### config.mk
export PLATFORM = sky130hd
export DESIGN_NAME = dss_net_seq
export DESIGN_NICKNAME = d
export VERILOG_FILES = /design/src/hw/dss_pkg.sv /design/src/hw/dss_ideal_ref.sv /design/src/hw/dss_net_seq.sv
export SDC_FILE = /design/constraint.sdc
export NUM_CORES = 1
export LEC_CHECK = 0
export ABC_AREA = 1
export ABC_CLOCK_PERIOD_IN_PS = 2650
export BUFFER_PORTS_ARGS = -buffer_cell sky130_fd_sc_hd__buf_2
export CAP_MARGIN = 15
export CORE_UTILIZATION = 30
export CTS_CLUSTER_DIAMETER = 150
export CTS_CLUSTER_SIZE = 30
export DETAILED_ROUTE_END_ITERATION = 10
export HOLD_SLACK_MARGIN = 0.02
export SETUP_SLACK_MARGIN = 0.4
export SLEW_MARGIN = 10
export SYNTH_ARGS = -nofsm -noshare
export SYNTH_HDL_FRONTEND = slang
export SYNTH_SLANG_ARGS = --single-unit
### constraint.sdc
create_clock -name pclk -period 2.65 [get_ports pclk]
set_input_delay 0.265 -clock pclk [delete_from_list [all_inputs] [get_ports pclk]]
set_output_delay 0.265 -clock pclk [all_outputs]
set_load 0.02 [all_outputs]
### src/hw/dss_pkg.sv
package dss_pkg;
    // clock and symbol timing
    localparam int CLK_PERIOD_PS = 10000;
    localparam int SYM_PERIOD_PS = 4281000;
    localparam int SYM_DIV       = SYM_PERIOD_PS / CLK_PERIOD_PS;
    localparam int SDW           = 16;

    // start-up timers, all in symbol intervals
    localparam int TW = 20;
    localparam logic [TW-1:0] REPLY_SYM             = 20'h00200;
    localparam logic [TW-1:0] SECOND_ALERT_WAIT_SYM = 20'h01388;
    localparam logic [TW-1:0] TRAIN_WAIT_SYM        = 20'h007d0;
    localparam logic [TW-1:0] NET_TRAIN_SYM         = 20'h00ce4;
    localparam logic [TW-1:0] NOREF_SYM             = 20'h1f400;
    localparam logic [TW-1:0] TSTAMP_SYM            = 20'h00122;
    localparam logic [TW-1:0] SCR_GAP_SYM           = 20'h0000d;
    localparam logic [TW-1:0] IDEAL_SYM             = 20'h8ed28;

    // transmit power choice from measured loss in dB
    localparam logic [7:0] LOSS_HI_DB = 8'h09;
    localparam logic [7:0] LOSS_LO_DB = 8'h06;

    // ideal reference generator: 24 stages, taps at x^-18 and x^-23
    localparam int SCR_LEN   = 24;
    localparam int SCR_TAP_A = 17;
    localparam int SCR_TAP_B = 22;

    // apb register map
    localparam int AW = 8;
    localparam logic [AW-1:0] REG_CTRL   = 8'h00;
    localparam logic [AW-1:0] REG_STATUS = 8'h04;
    localparam logic [AW-1:0] REG_LOSS   = 8'h08;
    localparam logic [31:0]   CTRL_RESET = 32'h0000_0000;
    localparam int CTRL_EN_BIT       = 0;
    localparam int CTRL_TWO_PAIR_BIT = 1;
    localparam int CTRL_PREF_HI_BIT  = 2;
    localparam int CTRL_RESTART_BIT  = 3;
    localparam int STAT_DUAL_BIT     = 4;
    localparam int STAT_FIRST_B_BIT  = 5;
    localparam int STAT_HI_PWR_BIT   = 6;
    localparam int STAT_DONE_BIT     = 7;

    typedef enum logic [3:0] {
        ST_IDLE   = 4'h0,
        ST_REPLY1 = 4'h1,
        ST_WAIT2  = 4'h2,
        ST_REPLY2 = 4'h3,
        ST_TRWAIT = 4'h4,
        ST_TRAIN  = 4'h5,
        ST_LISTEN = 4'h6,
        ST_NOREF  = 4'h7,
        ST_TSTAMP = 4'h8,
        ST_GAP    = 4'h9,
        ST_IDEAL  = 4'ha,
        ST_DONE   = 4'hb
    } dss_state_t;

    typedef enum logic [2:0] {
        TX_SILENT = 3'h0,
        TX_REPLY  = 3'h1,
        TX_TRAIN  = 3'h2,
        TX_TSTAMP = 3'h3,
        TX_IDEAL  = 3'h4
    } dss_tx_mode_t;

    // line receiver detections, one per channel
    typedef struct packed {
        logic alert_a;
        logic alert_b;
        logic train_a;
        logic train_b;
    } dss_rx_t;

    // transmitter orders per channel
    typedef struct packed {
        dss_tx_mode_t mode_a;
        dss_tx_mode_t mode_b;
        logic         sym_bit;
        logic         high_power;
    } dss_tx_t;
endpackage
### src/hw/dss_ideal_ref.sv
`timescale 1ns/1ps
module dss_ideal_ref (
    // clock and reset
    input  wire logic pclk,
    input  wire logic presetn,
    // control
    input  wire logic init,
    input  wire logic step,
    // symbol bit
    output logic      bit_out
);
    import dss_pkg::*;

    logic [SCR_LEN-1:0] lfsr;

    // self-synchronising generator driven with ones
    function automatic logic fb_of(input logic [SCR_LEN-1:0] s);
        return 1'b1 ^ s[SCR_TAP_A] ^ s[SCR_TAP_B];
    endfunction

    // seeded with all stages at zero on init
    always_ff @(posedge pclk or negedge presetn) begin
        if (!presetn) begin
            lfsr    <= '0;
            bit_out <= 1'b0;
        end else if (init) begin
            // first shift from the zero seed, so the first ideal symbol is a real one
            lfsr    <= {{(SCR_LEN-1){1'b0}}, fb_of('0)};
            bit_out <= fb_of('0);
        end else if (step) begin
            lfsr    <= {lfsr[SCR_LEN-2:0], fb_of(lfsr)};
            bit_out <= fb_of(lfsr);
        end
    end
endmodule // dss_ideal_ref

### src/hw/dss_net_seq.sv
// Local design decisions: the APB register port and the placing of the registers.
`timescale 1ns/1ps
// Operation
// - we answer a detected line alert with our alert reply, same channel
// - after first reply start second-alert wait; second alert gives dual mode
// - in dual mode after second reply start training wait, await both channels
// - second-alert wait expiry: fall back to single channel, resend reply
// - single pair: training wait starts after reply; line answers with training
// - power mode from alert loss: above 9 high, below 6 low, held
// - detect line training and send ours 3300 symbols
// - ideal reference seeded zero, driven with ones, aligned to stamp
// - after line training ends send non-reference training 128000 symbols
// - after training send 290-symbol time stamp, then ideal reference
// - second-alert wait lies between 4000 and 6000 symbols
module dss_net_seq
    import dss_pkg::*;
#(
    parameter int             SYM_DIV_P   = dss_pkg::SYM_DIV,
    parameter logic [TW-1:0]  SEC_WAIT_P  = dss_pkg::SECOND_ALERT_WAIT_SYM,
    parameter logic [TW-1:0]  TR_WAIT_P   = dss_pkg::TRAIN_WAIT_SYM,
    parameter logic [TW-1:0]  NET_TRAIN_P = dss_pkg::NET_TRAIN_SYM,
    parameter logic [TW-1:0]  NOREF_P     = dss_pkg::NOREF_SYM,
    parameter logic [TW-1:0]  IDEAL_P     = dss_pkg::IDEAL_SYM
) (
    // clock and reset
    input  wire logic            pclk,
    input  wire logic            presetn,
    // apb slave
    input  wire logic            psel,
    input  wire logic            penable,
    input  wire logic            pwrite,
    input  wire logic [AW-1:0]   paddr,
    input  wire logic [31:0]     pwdata,
    output logic      [31:0]     prdata,
    output logic                 pready,
    output logic                 pslverr,
    // line receiver pins
    input  wire dss_pkg::dss_rx_t rx_pins,
    input  wire logic [7:0]      loss_db,
    // line transmitter orders
    output dss_pkg::dss_tx_t     tx,
    output logic                 act_done
);
    import dss_pkg::*;

    logic [31:0]       ctrl;
    logic              restart;
    dss_rx_t           rx_s1;
    dss_rx_t           rx_s2;
    dss_rx_t           rx_s3;
    dss_rx_t           rx;
    logic [7:0]        loss_s1;
    logic [7:0]        loss_s2;
    logic [7:0]        loss_s3;
    logic [7:0]        loss;
    logic [7:0]        loss_held;
    logic [SDW-1:0]    div_cnt;
    logic              sym_en;
    dss_state_t        st;
    dss_state_t        next_st;
    logic [TW-1:0]     tmr;
    logic              first_b;
    logic              dual;
    logic              high_pwr;
    logic              scr_bit;
    logic              en;
    logic              two_pair;
    logic              other_alert;
    logic              ch_a;
    logic              ch_b;
    logic              train_ok;
    logic              train_any;
    logic              run;
    logic              apb_wr;

    // timer has run its full length of symbols
    function automatic logic tmo(input logic [TW-1:0] t, input logic [TW-1:0] lim);
        return t >= (lim - 20'h00001);
    endfunction

    function automatic logic hit(input logic [AW-1:0] a, input logic [AW-1:0] off);
        return a == off;
    endfunction

    assign en          = ctrl[CTRL_EN_BIT];
    assign two_pair    = ctrl[CTRL_TWO_PAIR_BIT];
    assign run         = en && !restart;
    assign other_alert = first_b ? rx.alert_a : rx.alert_b;
    assign ch_a        = dual || !first_b;
    assign ch_b        = dual || first_b;
    assign train_ok    = (!ch_a || rx.train_a) && (!ch_b || rx.train_b);
    assign train_any   = (ch_a && rx.train_a) || (ch_b && rx.train_b);
    assign apb_wr      = psel && penable && pready && pwrite;

    // pin synchronisers; a change is taken once stages two and three agree
    always_ff @(posedge pclk or negedge presetn) begin
        if (!presetn) begin
            rx_s1   <= '0;
            rx_s2   <= '0;
            rx_s3   <= '0;
            rx      <= '0;
            loss_s1 <= 8'h00;
            loss_s2 <= 8'h00;
            loss_s3 <= 8'h00;
            loss    <= 8'h00;
        end else begin
            rx_s1   <= rx_pins;
            rx_s2   <= rx_s1;
            rx_s3   <= rx_s2;
            loss_s1 <= loss_db;
            loss_s2 <= loss_s1;
            loss_s3 <= loss_s2;
            if (rx_s2 == rx_s3) begin
                rx <= rx_s3;
            end
            if (loss_s2 == loss_s3) begin
                loss <= loss_s3;
            end
        end
    end

    // symbol tick divider; one enable pulse per symbol interval
    always_ff @(posedge pclk or negedge presetn) begin
        if (!presetn) begin
            div_cnt <= '0;
            sym_en  <= 1'b0;
        end else if (div_cnt == SDW'(SYM_DIV_P - 1)) begin
            div_cnt <= '0;
            sym_en  <= 1'b1;
        end else begin
            div_cnt <= div_cnt + 16'h0001;
            sym_en  <= 1'b0;
        end
    end

    // apb: one wait-free access, pready raised for the access phase only
    always_ff @(posedge pclk or negedge presetn) begin
        if (!presetn) begin
            pready  <= 1'b0;
            pslverr <= 1'b0;
            prdata  <= 32'h0000_0000;
        end else if (psel && !penable) begin
            pready  <= 1'b1;
            pslverr <= !(hit(paddr, REG_CTRL) || hit(paddr, REG_STATUS)
                         || hit(paddr, REG_LOSS));
            if (pwrite || !hit(paddr, REG_CTRL) && !hit(paddr, REG_STATUS)
                       && !hit(paddr, REG_LOSS)) begin
                prdata <= 32'h0000_0000;
            end else if (hit(paddr, REG_CTRL)) begin
                prdata <= ctrl;
            end else if (hit(paddr, REG_STATUS)) begin
                prdata <= {24'h000000, act_done, high_pwr, first_b, dual, st};
            end else begin
                prdata <= {24'h000000, loss_held};
            end
        end else begin
            pready  <= 1'b0;
            pslverr <= 1'b0;
        end
    end

    // control register; restart is a one-cycle strobe, never stored
    always_ff @(posedge pclk or negedge presetn) begin
        if (!presetn) begin
            ctrl    <= CTRL_RESET;
            restart <= 1'b0;
        end else if (apb_wr && hit(paddr, REG_CTRL)) begin
            ctrl    <= pwdata & 32'h0000_0007;
            restart <= pwdata[CTRL_RESTART_BIT];
        end else begin
            restart <= 1'b0;
        end
    end

    // start-up sequence decisions, evaluated on symbol ticks
    always_comb begin
        next_st = st;
        case (st)
            ST_IDLE: begin
                if (rx.alert_a || (two_pair && rx.alert_b)) begin
                    next_st = ST_REPLY1;
                end
            end
            ST_REPLY1: begin
                if (tmo(tmr, REPLY_SYM)) begin
                    next_st = two_pair ? ST_WAIT2 : ST_TRWAIT;
                end
            end
            ST_WAIT2: begin
                if (other_alert) begin
                    next_st = ST_REPLY2;
                end else if (tmo(tmr, SEC_WAIT_P)) begin
                    next_st = ST_REPLY2;
                end
            end
            ST_REPLY2: begin
                if (tmo(tmr, REPLY_SYM)) begin
                    next_st = ST_TRWAIT;
                end
            end
            ST_TRWAIT: begin
                if (train_ok) begin
                    next_st = ST_TRAIN;
                end else if (tmo(tmr, TR_WAIT_P)) begin
                    next_st = ST_IDLE;
                end
            end
            ST_TRAIN: begin
                if (tmo(tmr, NET_TRAIN_P)) begin
                    next_st = ST_LISTEN;
                end
            end
            ST_LISTEN: begin
                if (!train_any) begin
                    next_st = ST_NOREF;
                end
            end
            ST_NOREF: begin
                if (tmo(tmr, NOREF_P)) begin
                    next_st = ST_TSTAMP;
                end
            end
            ST_TSTAMP: begin
                if (tmo(tmr, TSTAMP_SYM)) begin
                    next_st = ST_GAP;
                end
            end
            ST_GAP: begin
                if (tmo(tmr, SCR_GAP_SYM)) begin
                    next_st = ST_IDEAL;
                end
            end
            ST_IDEAL: begin
                if (tmo(tmr, IDEAL_P)) begin
                    next_st = ST_DONE;
                end
            end
            ST_DONE: next_st = ST_DONE;
            default: next_st = ST_IDLE;
        endcase
    end

    // state and the single shared timer; a new state starts its timer at zero
    always_ff @(posedge pclk or negedge presetn) begin
        if (!presetn) begin
            st  <= ST_IDLE;
            tmr <= '0;
        end else if (!run) begin
            st  <= ST_IDLE;
            tmr <= '0;
        end else if (sym_en) begin
            st  <= next_st;
            tmr <= (next_st != st) ? '0 : tmr + 20'h00001;
        end
    end

    // channel bookkeeping: which channel woke first, and dual or single
    always_ff @(posedge pclk or negedge presetn) begin
        if (!presetn) begin
            first_b <= 1'b0;
            dual    <= 1'b0;
        end else if (!run || st == ST_IDLE && !(sym_en && next_st == ST_REPLY1)) begin
            dual <= 1'b0;
        end else if (sym_en && st == ST_IDLE) begin
            first_b <= !rx.alert_a; // a wins a tie
            dual    <= 1'b0;
        end else if (sym_en && st == ST_WAIT2 && other_alert) begin
            dual <= 1'b1;
        end
    end

    // power mode chosen once per activation from the alert loss, then frozen
    always_ff @(posedge pclk or negedge presetn) begin
        if (!presetn) begin
            high_pwr  <= 1'b1;
            loss_held <= 8'h00;
        end else if (run && sym_en && st == ST_IDLE && next_st == ST_REPLY1) begin
            loss_held <= loss;
            if (loss > LOSS_HI_DB) begin
                high_pwr <= 1'b1;
            end else if (loss < LOSS_LO_DB) begin
                high_pwr <= 1'b0;
            end else begin
                high_pwr <= ctrl[CTRL_PREF_HI_BIT];
            end
        end
    end

    // ideal reference generator, reseeded as the gap after the stamp ends
    dss_ideal_ref u_ref (
        .pclk    (pclk),
        .presetn (presetn),
        .init    (run && sym_en && st == ST_GAP && tmo(tmr, SCR_GAP_SYM)),
        .step    (sym_en && st == ST_IDEAL),
        .bit_out (scr_bit)
    );

    // transmit orders; training resumes right after the stamp, before reseed
    always_ff @(posedge pclk or negedge presetn) begin
        if (!presetn) begin
            tx       <= '{TX_SILENT, TX_SILENT, 1'b0, 1'b1};
            act_done <= 1'b0;
        end else begin
            tx.sym_bit    <= scr_bit;
            tx.high_power <= high_pwr;
            act_done      <= (st == ST_DONE);
            case (st)
                ST_REPLY1: begin
                    tx.mode_a <= first_b ? TX_SILENT : TX_REPLY;
                    tx.mode_b <= first_b ? TX_REPLY : TX_SILENT;
                end
                ST_REPLY2: begin
                    tx.mode_a <= (dual == first_b) ? TX_REPLY : TX_SILENT;
                    tx.mode_b <= (dual != first_b) ? TX_REPLY : TX_SILENT;
                end
                ST_TRAIN, ST_NOREF, ST_GAP: begin
                    tx.mode_a <= ch_a ? TX_TRAIN : TX_SILENT;
                    tx.mode_b <= ch_b ? TX_TRAIN : TX_SILENT;
                end
                ST_TSTAMP: begin
                    tx.mode_a <= ch_a ? TX_TSTAMP : TX_SILENT;
                    tx.mode_b <= ch_b ? TX_TSTAMP : TX_SILENT;
                end
                ST_IDEAL: begin
                    tx.mode_a <= ch_a ? TX_IDEAL : TX_SILENT;
                    tx.mode_b <= ch_b ? TX_IDEAL : TX_SILENT;
                end
                default: begin
                    tx.mode_a <= TX_SILENT;
                    tx.mode_b <= TX_SILENT;
                end
            endcase
        end
    end
endmodule // dss_net_seq

==> reports/summary.json, run 1 <==
{
  "finalNetCount": {"value": 958},
  "cts_num_sinks": {"value": 146},
  "topRoutingLayerUsed": {"value": "met4"},
  "yosysMostFrequentCell": {"value": "nand2_1"},
  "floorplan.rows": {"value": 55},
  "antennaDiodeCount": {"value": 0},
  "number_of_distinct_standard_cells_referenced_by_the_synthesized_netlist": {"value": 44},
  "finalWeightedCongestion": {"value": 0.880},
  "setup_viol": {"value": 0},
  "globalRoute.totalOverflow": {"value": 0},
  "unrepaired_setup_endpoints_after_global_routing": {"value": "no"},
  "netlist_area": {"value": 7100, "unit": "µm²"},
  "grt_pass1_wl": {"value": 24300, "unit": "µm"},
  "muxShareOfSynthArea": {"value": 1.41, "unit": "%"},
  "cts_buffer_depth": {"value": 2},
  "wl_per_cell": {"value": 11.6, "unit": "µm"},
  "p_total": {"value": 5.12, "unit": "mW"},
  "start_kind": {"value": "flop"},
  "required": {"value": 2.97, "unit": "ns"},
  "detail_route.first_pass.iterations": {"value": 5},
  "synth_area_per_cell": {"value": 8.66, "unit": "µm²"},
  "drt.antenna.violating_nets": {"value": 0},
  "report.final.hold_viol_count": {"value": 0},
  "synth_simple_gate_area_share": {"value": 23.8, "unit": "%"},
  "cts_buffers": {"value": 17},
  "placeableCoreArea": {"value": 22900, "unit": "µm²"},
  "post-place-cells": {"value": 1172},
  "criticalPathCategory": {"value": "reg -> reg"},
  "number_of_global_route_vias_before_repair": {"value": 5008},
  "final.setup.tns": {"value": 0, "unit": "ns"},
  "dp.final_hpwl": {"value": 10000, "unit": "µm"},
  "critical_path.max_stage_delay": {"value": 0.44, "unit": "ns"},
  "crit_slowest_cell": {"value": "dfrtp_2"},
  "outcome": {"value": "complete, no violations"},
  "post_route_cells_drive_above_1_share": {"value": 17.6, "unit": "%"},
  "worst-endpoint-arrival": {"value": 2.39, "unit": "ns"},
  "whs_path_depth": {"value": 3},
  "number_of_antenna_violations_at_the_first_check_in_global_routing": {"value": 0},
  "asyncSetResetFlopFracSynth": {"value": 100, "unit": "%"},
  "yosys.area_share.xor_xnor": {"value": 2.96, "unit": "%"},
  "layout_min_cycle_time": {"value": 2.07, "unit": "ns"},
  "detailed_routed_wire_length_on_met3": {"value": 515, "unit": "µm"},
  "chipHeight": {"value": 156, "unit": "µm"},
  "grt_util_all_layers": {"value": 12.6, "unit": "%"},
  "initialDrtViolationCount": {"value": 350},
  "largest_net_degree_at_the_start_of_global_routing": {"value": 71},
  "worstRegToRegCells": {"value": 16},
  "max-cap-violations": {"value": 0},
  "path_buf_inv": {"value": 3},
  "finalCoreUtilization": {"value": 36.8, "unit": "%"},
  "floorplan.io_pins": {"value": 100},
  "die_area": {"value": 24300, "unit": "µm²"},
  "leakage_power": {"value": 4.31, "unit": "nW"},
  "ys_seq_elements": {"value": 146},
  "worst-path-max-fanout": {"value": 9},
  "tritoncts_clock_tree": {"value": "done"},
  "synth_warnings": {"value": 0},
  "route.vias.total": {"value": 5324},
  "synth_commonest_cells": {"value": "nand2_1 (168), dfrtp_1 (144), inv_1 (118), nor2_1 (91), o21ai_0 (37)"},
  "chip_width": {"value": 156, "unit": "µm"},
  "syn_to_final_growth": {"value": 18.8, "unit": "%"},
  "critPathMostFrequentCell": {"value": "nand2_1"},
  "worst_skew_pair.late_latency": {"value": 0.43, "unit": "ns"},
  "yosys.area_share.adder": {"value": 1.06, "unit": "%"},
  "critPathCaptureType": {"value": "flop"},
  "maxSlewHeadroom": {"value": 59.5, "unit": "%"},
  "power-per-cell-area": {"value": 607, "unit": "nW/µm²"},
  "final_cycle_utilization_of_the_critical_path": {"value": 78.2, "unit": "%"},
  "layout.cells.non_filler": {"value": 1221},
  "crit_cells": {"value": 16},
  "wl_met1": {"value": 6900, "unit": "µm"},
  "detailroute.wirelength.met2": {"value": 6520, "unit": "µm"},
  "post_drt_via_cell_ratio": {"value": 4.36},
  "max_freq": {"value": 0.482, "unit": "GHz"},
  "synth_seq_area_share": {"value": 51.5, "unit": "%"},
  "slew_viol_final": {"value": 0},
  "clk_transition_reported_paths": {"value": 0.07, "unit": "ns"},
  "area_fraction_in_compound_gates_after_synthesis": {"value": 8.44, "unit": "%"},
  "number_of_enable_flip_flop_cells_after_synthesis": {"value": 0},
  "cts.htree.levels": {"value": 4},
  "max-vdd-ir-drop": {"value": 0.000434, "unit": "V"},
  "synth_top_area_cell": {"value": "dfrtp_1"},
  "final.setup_skew": {"value": 0.0130, "unit": "ns"},
  "synthFlopType": {"value": "dfrtp_1"},
  "number_of_drc_violations_after_detailed_routing": {"value": 0},
  "wirelength": {"value": 14100, "unit": "µm"},
  "tightest_slew": {"value": 0.606, "unit": "ns"},
  "hp-class": {"value": "in -> reg"},
  "worst_path_dominant_cell_family": {"value": "simple AND/OR/NAND/NOR gates"},
  "port_buffers": {"value": 47},
  "initial_core_util": {"value": 31.0, "unit": "%"},
  "netlist_instances": {"value": 820},
  "clock-root-buffer": {"value": "clkbuf_16"},
  "worstPathCellList": {"value": "ha_2, inv_1, nand2_1, o21ai_1, nor2_1, nor2_1, nand2_1, inv_1, nand3_1, nor2_1, nand2_1, nand2_1, nand2_2, buf_4, nand3_2, nand2_1"},
  "netlist.area_leader.share": {"value": 50.7, "unit": "%"},
  "largest_family_of_logic_cells_by_synthesized_area": {"value": "simple AND/OR/NAND/NOR gates"},
  "ys_top_cells_by_area": {"value": "dfrtp_1 (51%), nand2_1 (8.9%), inv_1 (6.2%), nor2_1 (4.8%), nand3_2 (3.0%)"}
}
## state kept, by name, summed over array words and instances (netlist names), 8 cells and up
signal / flops
tmr: 20
loss_s1: 8
loss_s2: 8
loss_held: 8
div_cnt: 16
u_ref.lfsr: 22
tx: 8
loss_s3: 8
prdata: 8
loss: 8
## power breakdown
part / leakage, nW / internal, mW / switching, mW / total [mW]
clock network: 0.292 / 1.28 / 1.12 / 2.40
logic: 2.11 / 0.134 / 0.243 / 0.378
registers: 1.91 / 2.30 / 0.0438 / 2.35
total: 4.31 / 3.72 / 1.41 / 5.12
## layer usage
metal  track usage, %  vias to the layer above
li1                 -                     2713
met1             17.1                     2505
met2             19.5                       89
met3             2.58                       17
met4             5.23                        0
met5                0                        -
## cell usage in the layout (no fill, tap or decap), types with 8 or more instances in the layout
master / Yosys / layout
nand2_1: 168 / 168
inv_1: 118 / 118
nand4_1: 8 / 8
buf_2: 2 / 46
xor2_1: 17 / 17
mux2_2: 8 / 8
dfrtp_1: 144 / 140
clkbuf_16: 0 / 17
o21ai_0: 37 / 36
a21oi_1: 22 / 22
buf_4: 24 / 11
nor3_1: 15 / 14
nand3_2: 21 / 22
dlygate4sd3_1: 0 / 14
a22oi_1: 22 / 22
conb_1: 1 / 24
nor2_1: 91 / 89
nand3_1: 35 / 33
## tightest hold or removal path, delay by kind of cell
family        cells  cell delay, ns
buf+inv           2            0.14
simple gates      1            0.03
## repair_timing
item                                   4_1_cts  5_1_grt
hold buffers                                14        0
endpoints found under the hold margin       46        0
setup endpoints to repair                   20       21
setup buffers                                0        3
pin swaps                                    0        1
resized for setup                            3       13
## worst paths after layout
check / from / slack, ns / to
max: first_b$_DFFE_PN0P_ / 0.58 / tmr[7]$_DFFE_PN0P_
min: pwdata[3] / 0.03 / restart$_DFF_PN0_
max reg2reg: first_b$_DFFE_PN0P_ / 0.58 / tmr[7]$_DFFE_PN0P_
min reg2reg: rx_s1[0]$_DFF_PN0_ / 0.35 / rx_s2[0]$_DFF_PN0_
max in group asynchronous: presetn / 1.50 / first_b$_DFFE_PN0P_
min in group asynchronous: presetn / 0.28 / pready$_DFF_PN0_
## cells by family after synthesis
group / count (synthesis)
and+or+nand+nor: 365
buffers and inverters: 168
DFF: 146
AOI/OAI and AO/OA: 101
xor gates and xnor gates: 24
muxes: 9
adders and majority gates: 6
other: 1
## per-stage QoR
stage	area [µm²]	setup slack, ns	hold slack, ns
floorplan	7190	0.776	-0.0306
global placement	7620	0.408	0.174
detailed placement	7620	0.365	0.176
CTS	8370	0.425	0.0212
global route	8440	0.404	0.0278
finish	8440	0.577	0.0307
## area by class of cell
type                            instances  area (µm²)
Fill cell                            2296       14500
Clock inverter                         15         180
Sequential cell                       146        3660
Timing Repair Buffer                   74         495
Tap cell                              313         392
Multi-Input combinational cell        529        2810
Inverter                              127         477
Clock buffer                           17         425
No activity file was read; power rests on OpenSTA's default activity.
==> run 2: changes to the inputs <==
Settings changed: ABC_CLOCK_PERIOD_IN_PS 2650 to 1970.
Clock period 2.65 ns to 1.97 ns, I/O delays scaled along.
==> run 2 against run 1 <==
Die area unchanged. Highest routed layer unchanged. Cell area up 8.4%. Critical endpoint is now tmr[16]$_DFFE_PN0P_. Register-to-register slack worse by 0.52 ns. Final cell count up 5.0%. Critical path type unchanged.
==> reports/summary.json, run 2 (synthesis gave the netlist of run 1 again) <==
{
  "cts_buffer_depth": {"value": 2, "change": "unchanged"},
  "antennaDiodeCount": {"value": 0, "change": "unchanged"},
  "detail_route.first_pass.iterations": {"value": 6, "change": "was 5"},
  "die_area": {"value": 24300, "unit": "µm²", "change": "unchanged"},
  "terminating_pin_of_the_worst_hold_path": {"value": "ctrl[0]$_DFFE_PN0P_", "change": "was restart$_DFF_PN0_"},
  "worst_skew_pair.late_latency": {"value": 0.44, "unit": "ns", "change": "was 0.43 ns"},
  "timing.rr.start": {"value": "tmr[1]$_DFFE_PN0P_", "change": "was first_b$_DFFE_PN0P_"},
  "layout_min_cycle_time": {"value": 1.92, "unit": "ns", "change": "was 2.07 ns"},
  "cts_num_sinks": {"value": 146, "change": "unchanged"},
  "wirelength": {"value": 15300, "unit": "µm", "change": "was 14100 µm"},
  "layout_common_cells": {"value": "nand2_1 (161), dfrtp_1 (137), inv_1 (112)", "change": "was nand2_1 (168), dfrtp_1 (140), inv_1 (118)"},
  "power-per-cell-area": {"value": 762, "unit": "nW/µm²", "change": "was 607 nW/µm²"},
  "start_kind": {"value": "flop", "change": "unchanged"},
  "final.setup_skew": {"value": 0.00841, "unit": "ns", "change": "was 0.0130 ns"},
  "slew_viol_final": {"value": 0, "change": "unchanged"},
  "placeableCoreArea": {"value": 22900, "unit": "µm²", "change": "unchanged"},
  "min-delay-start": {"value": "pwdata[0]", "change": "was pwdata[3]"},
  "setup_viol": {"value": 0, "change": "unchanged"},
  "ff2ff_setup_slack": {"value": 0.05, "unit": "ns", "change": "was 0.58 ns"},
  "wl_per_cell": {"value": 11.9, "unit": "µm", "change": "was 11.6 µm"},
  "power.net_switching": {"value": 1.93, "unit": "mW", "change": "was 1.41 mW"},
  "finalCoreUtilization": {"value": 39.9, "unit": "%", "change": "was 36.8%"},
  "criticalPathCategory": {"value": "reg -> reg", "change": "unchanged"},
  "multiInputGateArea": {"value": 2980, "unit": "µm²", "change": "was 2810 µm²"},
  "whs_path_depth": {"value": 3, "change": "unchanged"},
  "fillCellCount": {"value": 2264, "change": "was 2296"},
  "initialDrtViolationCount": {"value": 387, "change": "was 350"},
  "number_of_global_route_vias_before_repair": {"value": 5504, "change": "was 5008"},
  "chipHeight": {"value": 156, "unit": "µm", "change": "unchanged"},
  "reg.largest.list": {"value": "u_ref.lfsr (22), tmr (20), div_cnt (16)", "change": "unchanged"},
  "grt_pass1_wl": {"value": 26100, "unit": "µm", "change": "was 24300 µm"},
  "power.clock.fraction": {"value": 46.9, "unit": "%", "change": "was 46.8%"},
  "tritoncts_clock_tree": {"value": "done", "change": "unchanged"},
  "route.vias.total": {"value": 5514, "change": "was 5324"},
  "post_drt_via_cell_ratio": {"value": 4.30, "change": "was 4.36"},
  "initial_core_util": {"value": 31.0, "unit": "%", "change": "unchanged"},
  "number_of_antenna_violations_at_the_first_check_in_global_routing": {"value": 0, "change": "unchanged"},
  "number_of_drc_violations_after_detailed_routing": {"value": 0, "change": "unchanged"},
  "max-cap-violations": {"value": 0, "change": "unchanged"},
  "worst-endpoint-arrival": {"value": 2.24, "unit": "ns", "change": "was 2.39 ns"},
  "cts.htree.levels": {"value": 4, "change": "unchanged"},
  "p_total": {"value": 6.97, "unit": "mW", "change": "was 5.12 mW"},
  "critPathCaptureType": {"value": "flop", "change": "unchanged"},
  "regArea": {"value": 3660, "unit": "µm²", "change": "about the same"},
  "clock-root-buffer": {"value": "clkbuf_16", "change": "unchanged"},
  "hp-class": {"value": "in -> reg", "change": "unchanged"},
  "max-vdd-ir-drop": {"value": 0.000547, "unit": "V", "change": "was 0.000434 V"},
  "final_cycle_utilization_of_the_critical_path": {"value": 97.2, "unit": "%", "change": "was 78.2%"},
  "drt.antenna.violating_nets": {"value": 0, "change": "unchanged"},
  "cts_buffers": {"value": 17, "change": "unchanged"},
  "floorplan.rows": {"value": 55, "change": "unchanged"},
  "chip_width": {"value": 156, "unit": "µm", "change": "unchanged"},
  "grt_util_all_layers": {"value": 13.6, "unit": "%", "change": "was 12.6%"},
  "port_buffers": {"value": 47, "change": "unchanged"},
  "leakage_power": {"value": 4.66, "unit": "nW", "change": "was 4.31 nW"},
  "max_freq": {"value": 0.522, "unit": "GHz", "change": "was 0.482 GHz"},
  "number_of_flip_flops_in_the_largest_register": {"value": 22, "change": "unchanged"},
  "post_route_cells_drive_above_1_share": {"value": 27.3, "unit": "%", "change": "was 17.6%"},
  "worstReg2RegEnd": {"value": "tmr[16]$_DFFE_PN0P_", "change": "was tmr[7]$_DFFE_PN0P_"},
  "outcome": {"value": "complete, no violations", "change": "unchanged"},
  "largest-register": {"value": "u_ref.lfsr", "change": "unchanged"},
  "unrepaired_setup_endpoints_after_global_routing": {"value": "yes", "change": "was no"},
  "floorplan.io_pins": {"value": 100, "change": "unchanged"},
  "dp.final_hpwl": {"value": 10500, "unit": "µm", "change": "was 10000 µm"},
  "globalRoute.totalOverflow": {"value": 0, "change": "unchanged"},
  "largest_net_degree_at_the_start_of_global_routing": {"value": 53, "change": "was 71"},
  "power.internal": {"value": 5.03, "unit": "mW", "change": "was 3.72 mW"},
  "syn_to_final_growth": {"value": 28.8, "unit": "%", "change": "was 18.8%"},
  "switching_share": {"value": 27.7, "unit": "%", "change": "was 27.5%"},
  "final_common_cell": {"value": "nand2_1", "change": "unchanged"},
  "finalWeightedCongestion": {"value": 0.833, "change": "was 0.880"},
  "relative_contribution_of_sequential_cells_to_total_power": {"value": 45.4, "unit": "%", "change": "was 45.8%"},
  "report.final.hold_viol_count": {"value": 0, "change": "unchanged"},
  "worstRegToRegCells": {"value": 15, "change": "was 16"},
  "finalNetCount": {"value": 1019, "change": "was 958"},
  "power.share.combinational": {"value": 7.8, "unit": "%", "change": "was 7.4%"},
  "worst-path-max-fanout": {"value": 20, "change": "was 9"},
  "clk_transition_reported_paths": {"value": 0.07, "unit": "ns", "change": "about the same"},
  "required": {"value": 2.29, "unit": "ns", "change": "was 2.97 ns"}
}
==> run 2: changes by cell type in the layout (fill, tap and decap cells not counted), moves of 7 or more <==
cell     before  now
nor2_2        6   16
a22oi_2       0    9
nand2_2       7   14
a22oi_1      22   13
o21ai_0      36   29
nand2_1     168  161
nor2_1       89   77
buf_4        11   61
==> run 2: layout make-up <==
type | count | share of cell area (%)
clock buffer | 17 | 4.65
clock inverter | 15 | 1.96
inverter | 127 | 5.24
multi-input combinational | 529 | 32.6
sequential | 146 | 40.1
tap | 313 | 4.28
timing repair buffer | 135 | 11.2
==> run 2: worst max-delay path, cell delays in order, from the launching register on <==
cell and delay (ns):
dfrtp_1 0.40, ha_4 0.19, inv_4 0.04, nor2_4 0.12, nand2_2 0.09, nor2_4 0.13
nor2_4 0.07, nand2_1 0.07, nand3_2 0.09, nor2_2 0.12, nand2_1 0.07, nand2_1 0.07
nand2_2 0.06, buf_12 0.16, nand3_2 0.06, nand2_1 0.05
==> run 2: power by group through the flow <==
stage          combinational, mW  clock [mW]  sequential (mW)
2_1_floorplan              0.361           0             3.20
3_3_place_gp               0.496           0             3.21
3_5_place_dp               0.496           0             3.22
4_1_cts                    0.548        3.35             3.16
5_1_grt                    0.617        3.48             3.17
6_report                   0.542        3.26             3.16
==> run 2: worst max-delay path by stage <==
stage | cells past startpoint | startpoint | end
3_3_place_gp | 16 | tmr[1]$_DFFE_PN0P_ | tmr[17]$_DFFE_PN0P_
2_1_floorplan | 15 | tmr[0]$_DFFE_PN0P_ | tmr[2]$_DFFE_PN0P_
5_1_grt | 18 | tmr[1]$_DFFE_PN0P_ | tmr[4]$_DFFE_PN0P_
4_1_cts | 9 | tmr[3]$_DFFE_PN0P_ | tmr[19]$_DFFE_PN0P_
3_5_place_dp | 16 | tmr[1]$_DFFE_PN0P_ | tmr[0]$_DFFE_PN0P_
6_report | 15 | tmr[1]$_DFFE_PN0P_ | tmr[16]$_DFFE_PN0P_
==> run 2: metrics by stage <==
step | worst slack (ns) | TNS [ns] | hold WS, ns | instances | cell area (µm²)
after floorplan | 0.155 | 0 | -0.0986 | 843 | 7260
after global placement | -0.0564 | -0.989 | 0.158 | 1214 | 8040
after detailed placement | -0.0572 | -1.03 | 0.165 | 1214 | 8040
after CTS | 0.0348 | 0 | 0.0264 | 1278 | 9050
after global routing | -0.153 | -3.16 | 0.0542 | 1282 | 9150
final | 0.0547 | 0 | 0.0450 | 1282 | 9150
==> run 2: routing by layer <==
| layer | global-route usage, % | share of wire [%] |
|---|---|---|
| met5 | 0 | 0 |
| met4 | 5.37 | 2.0 |
| met3 | 3.69 | 3.5 |
| met2 | 21.7 | 47 |
| met1 | 17.4 | 47 |
==> run 2: what timing repair did <==
| item | in CTS | in global routing |
|---|---|---|
| gates resized for setup | 44 | 21 |
| endpoints found under the hold margin | 58 | 0 |
| hold buffers | 18 | 0 |
| endpoints found under the setup margin | 66 | 74 |
| cloned | 0 | 0 |
| buffers inserted | 14 | 4 |
| pin swaps | 11 | 11 |
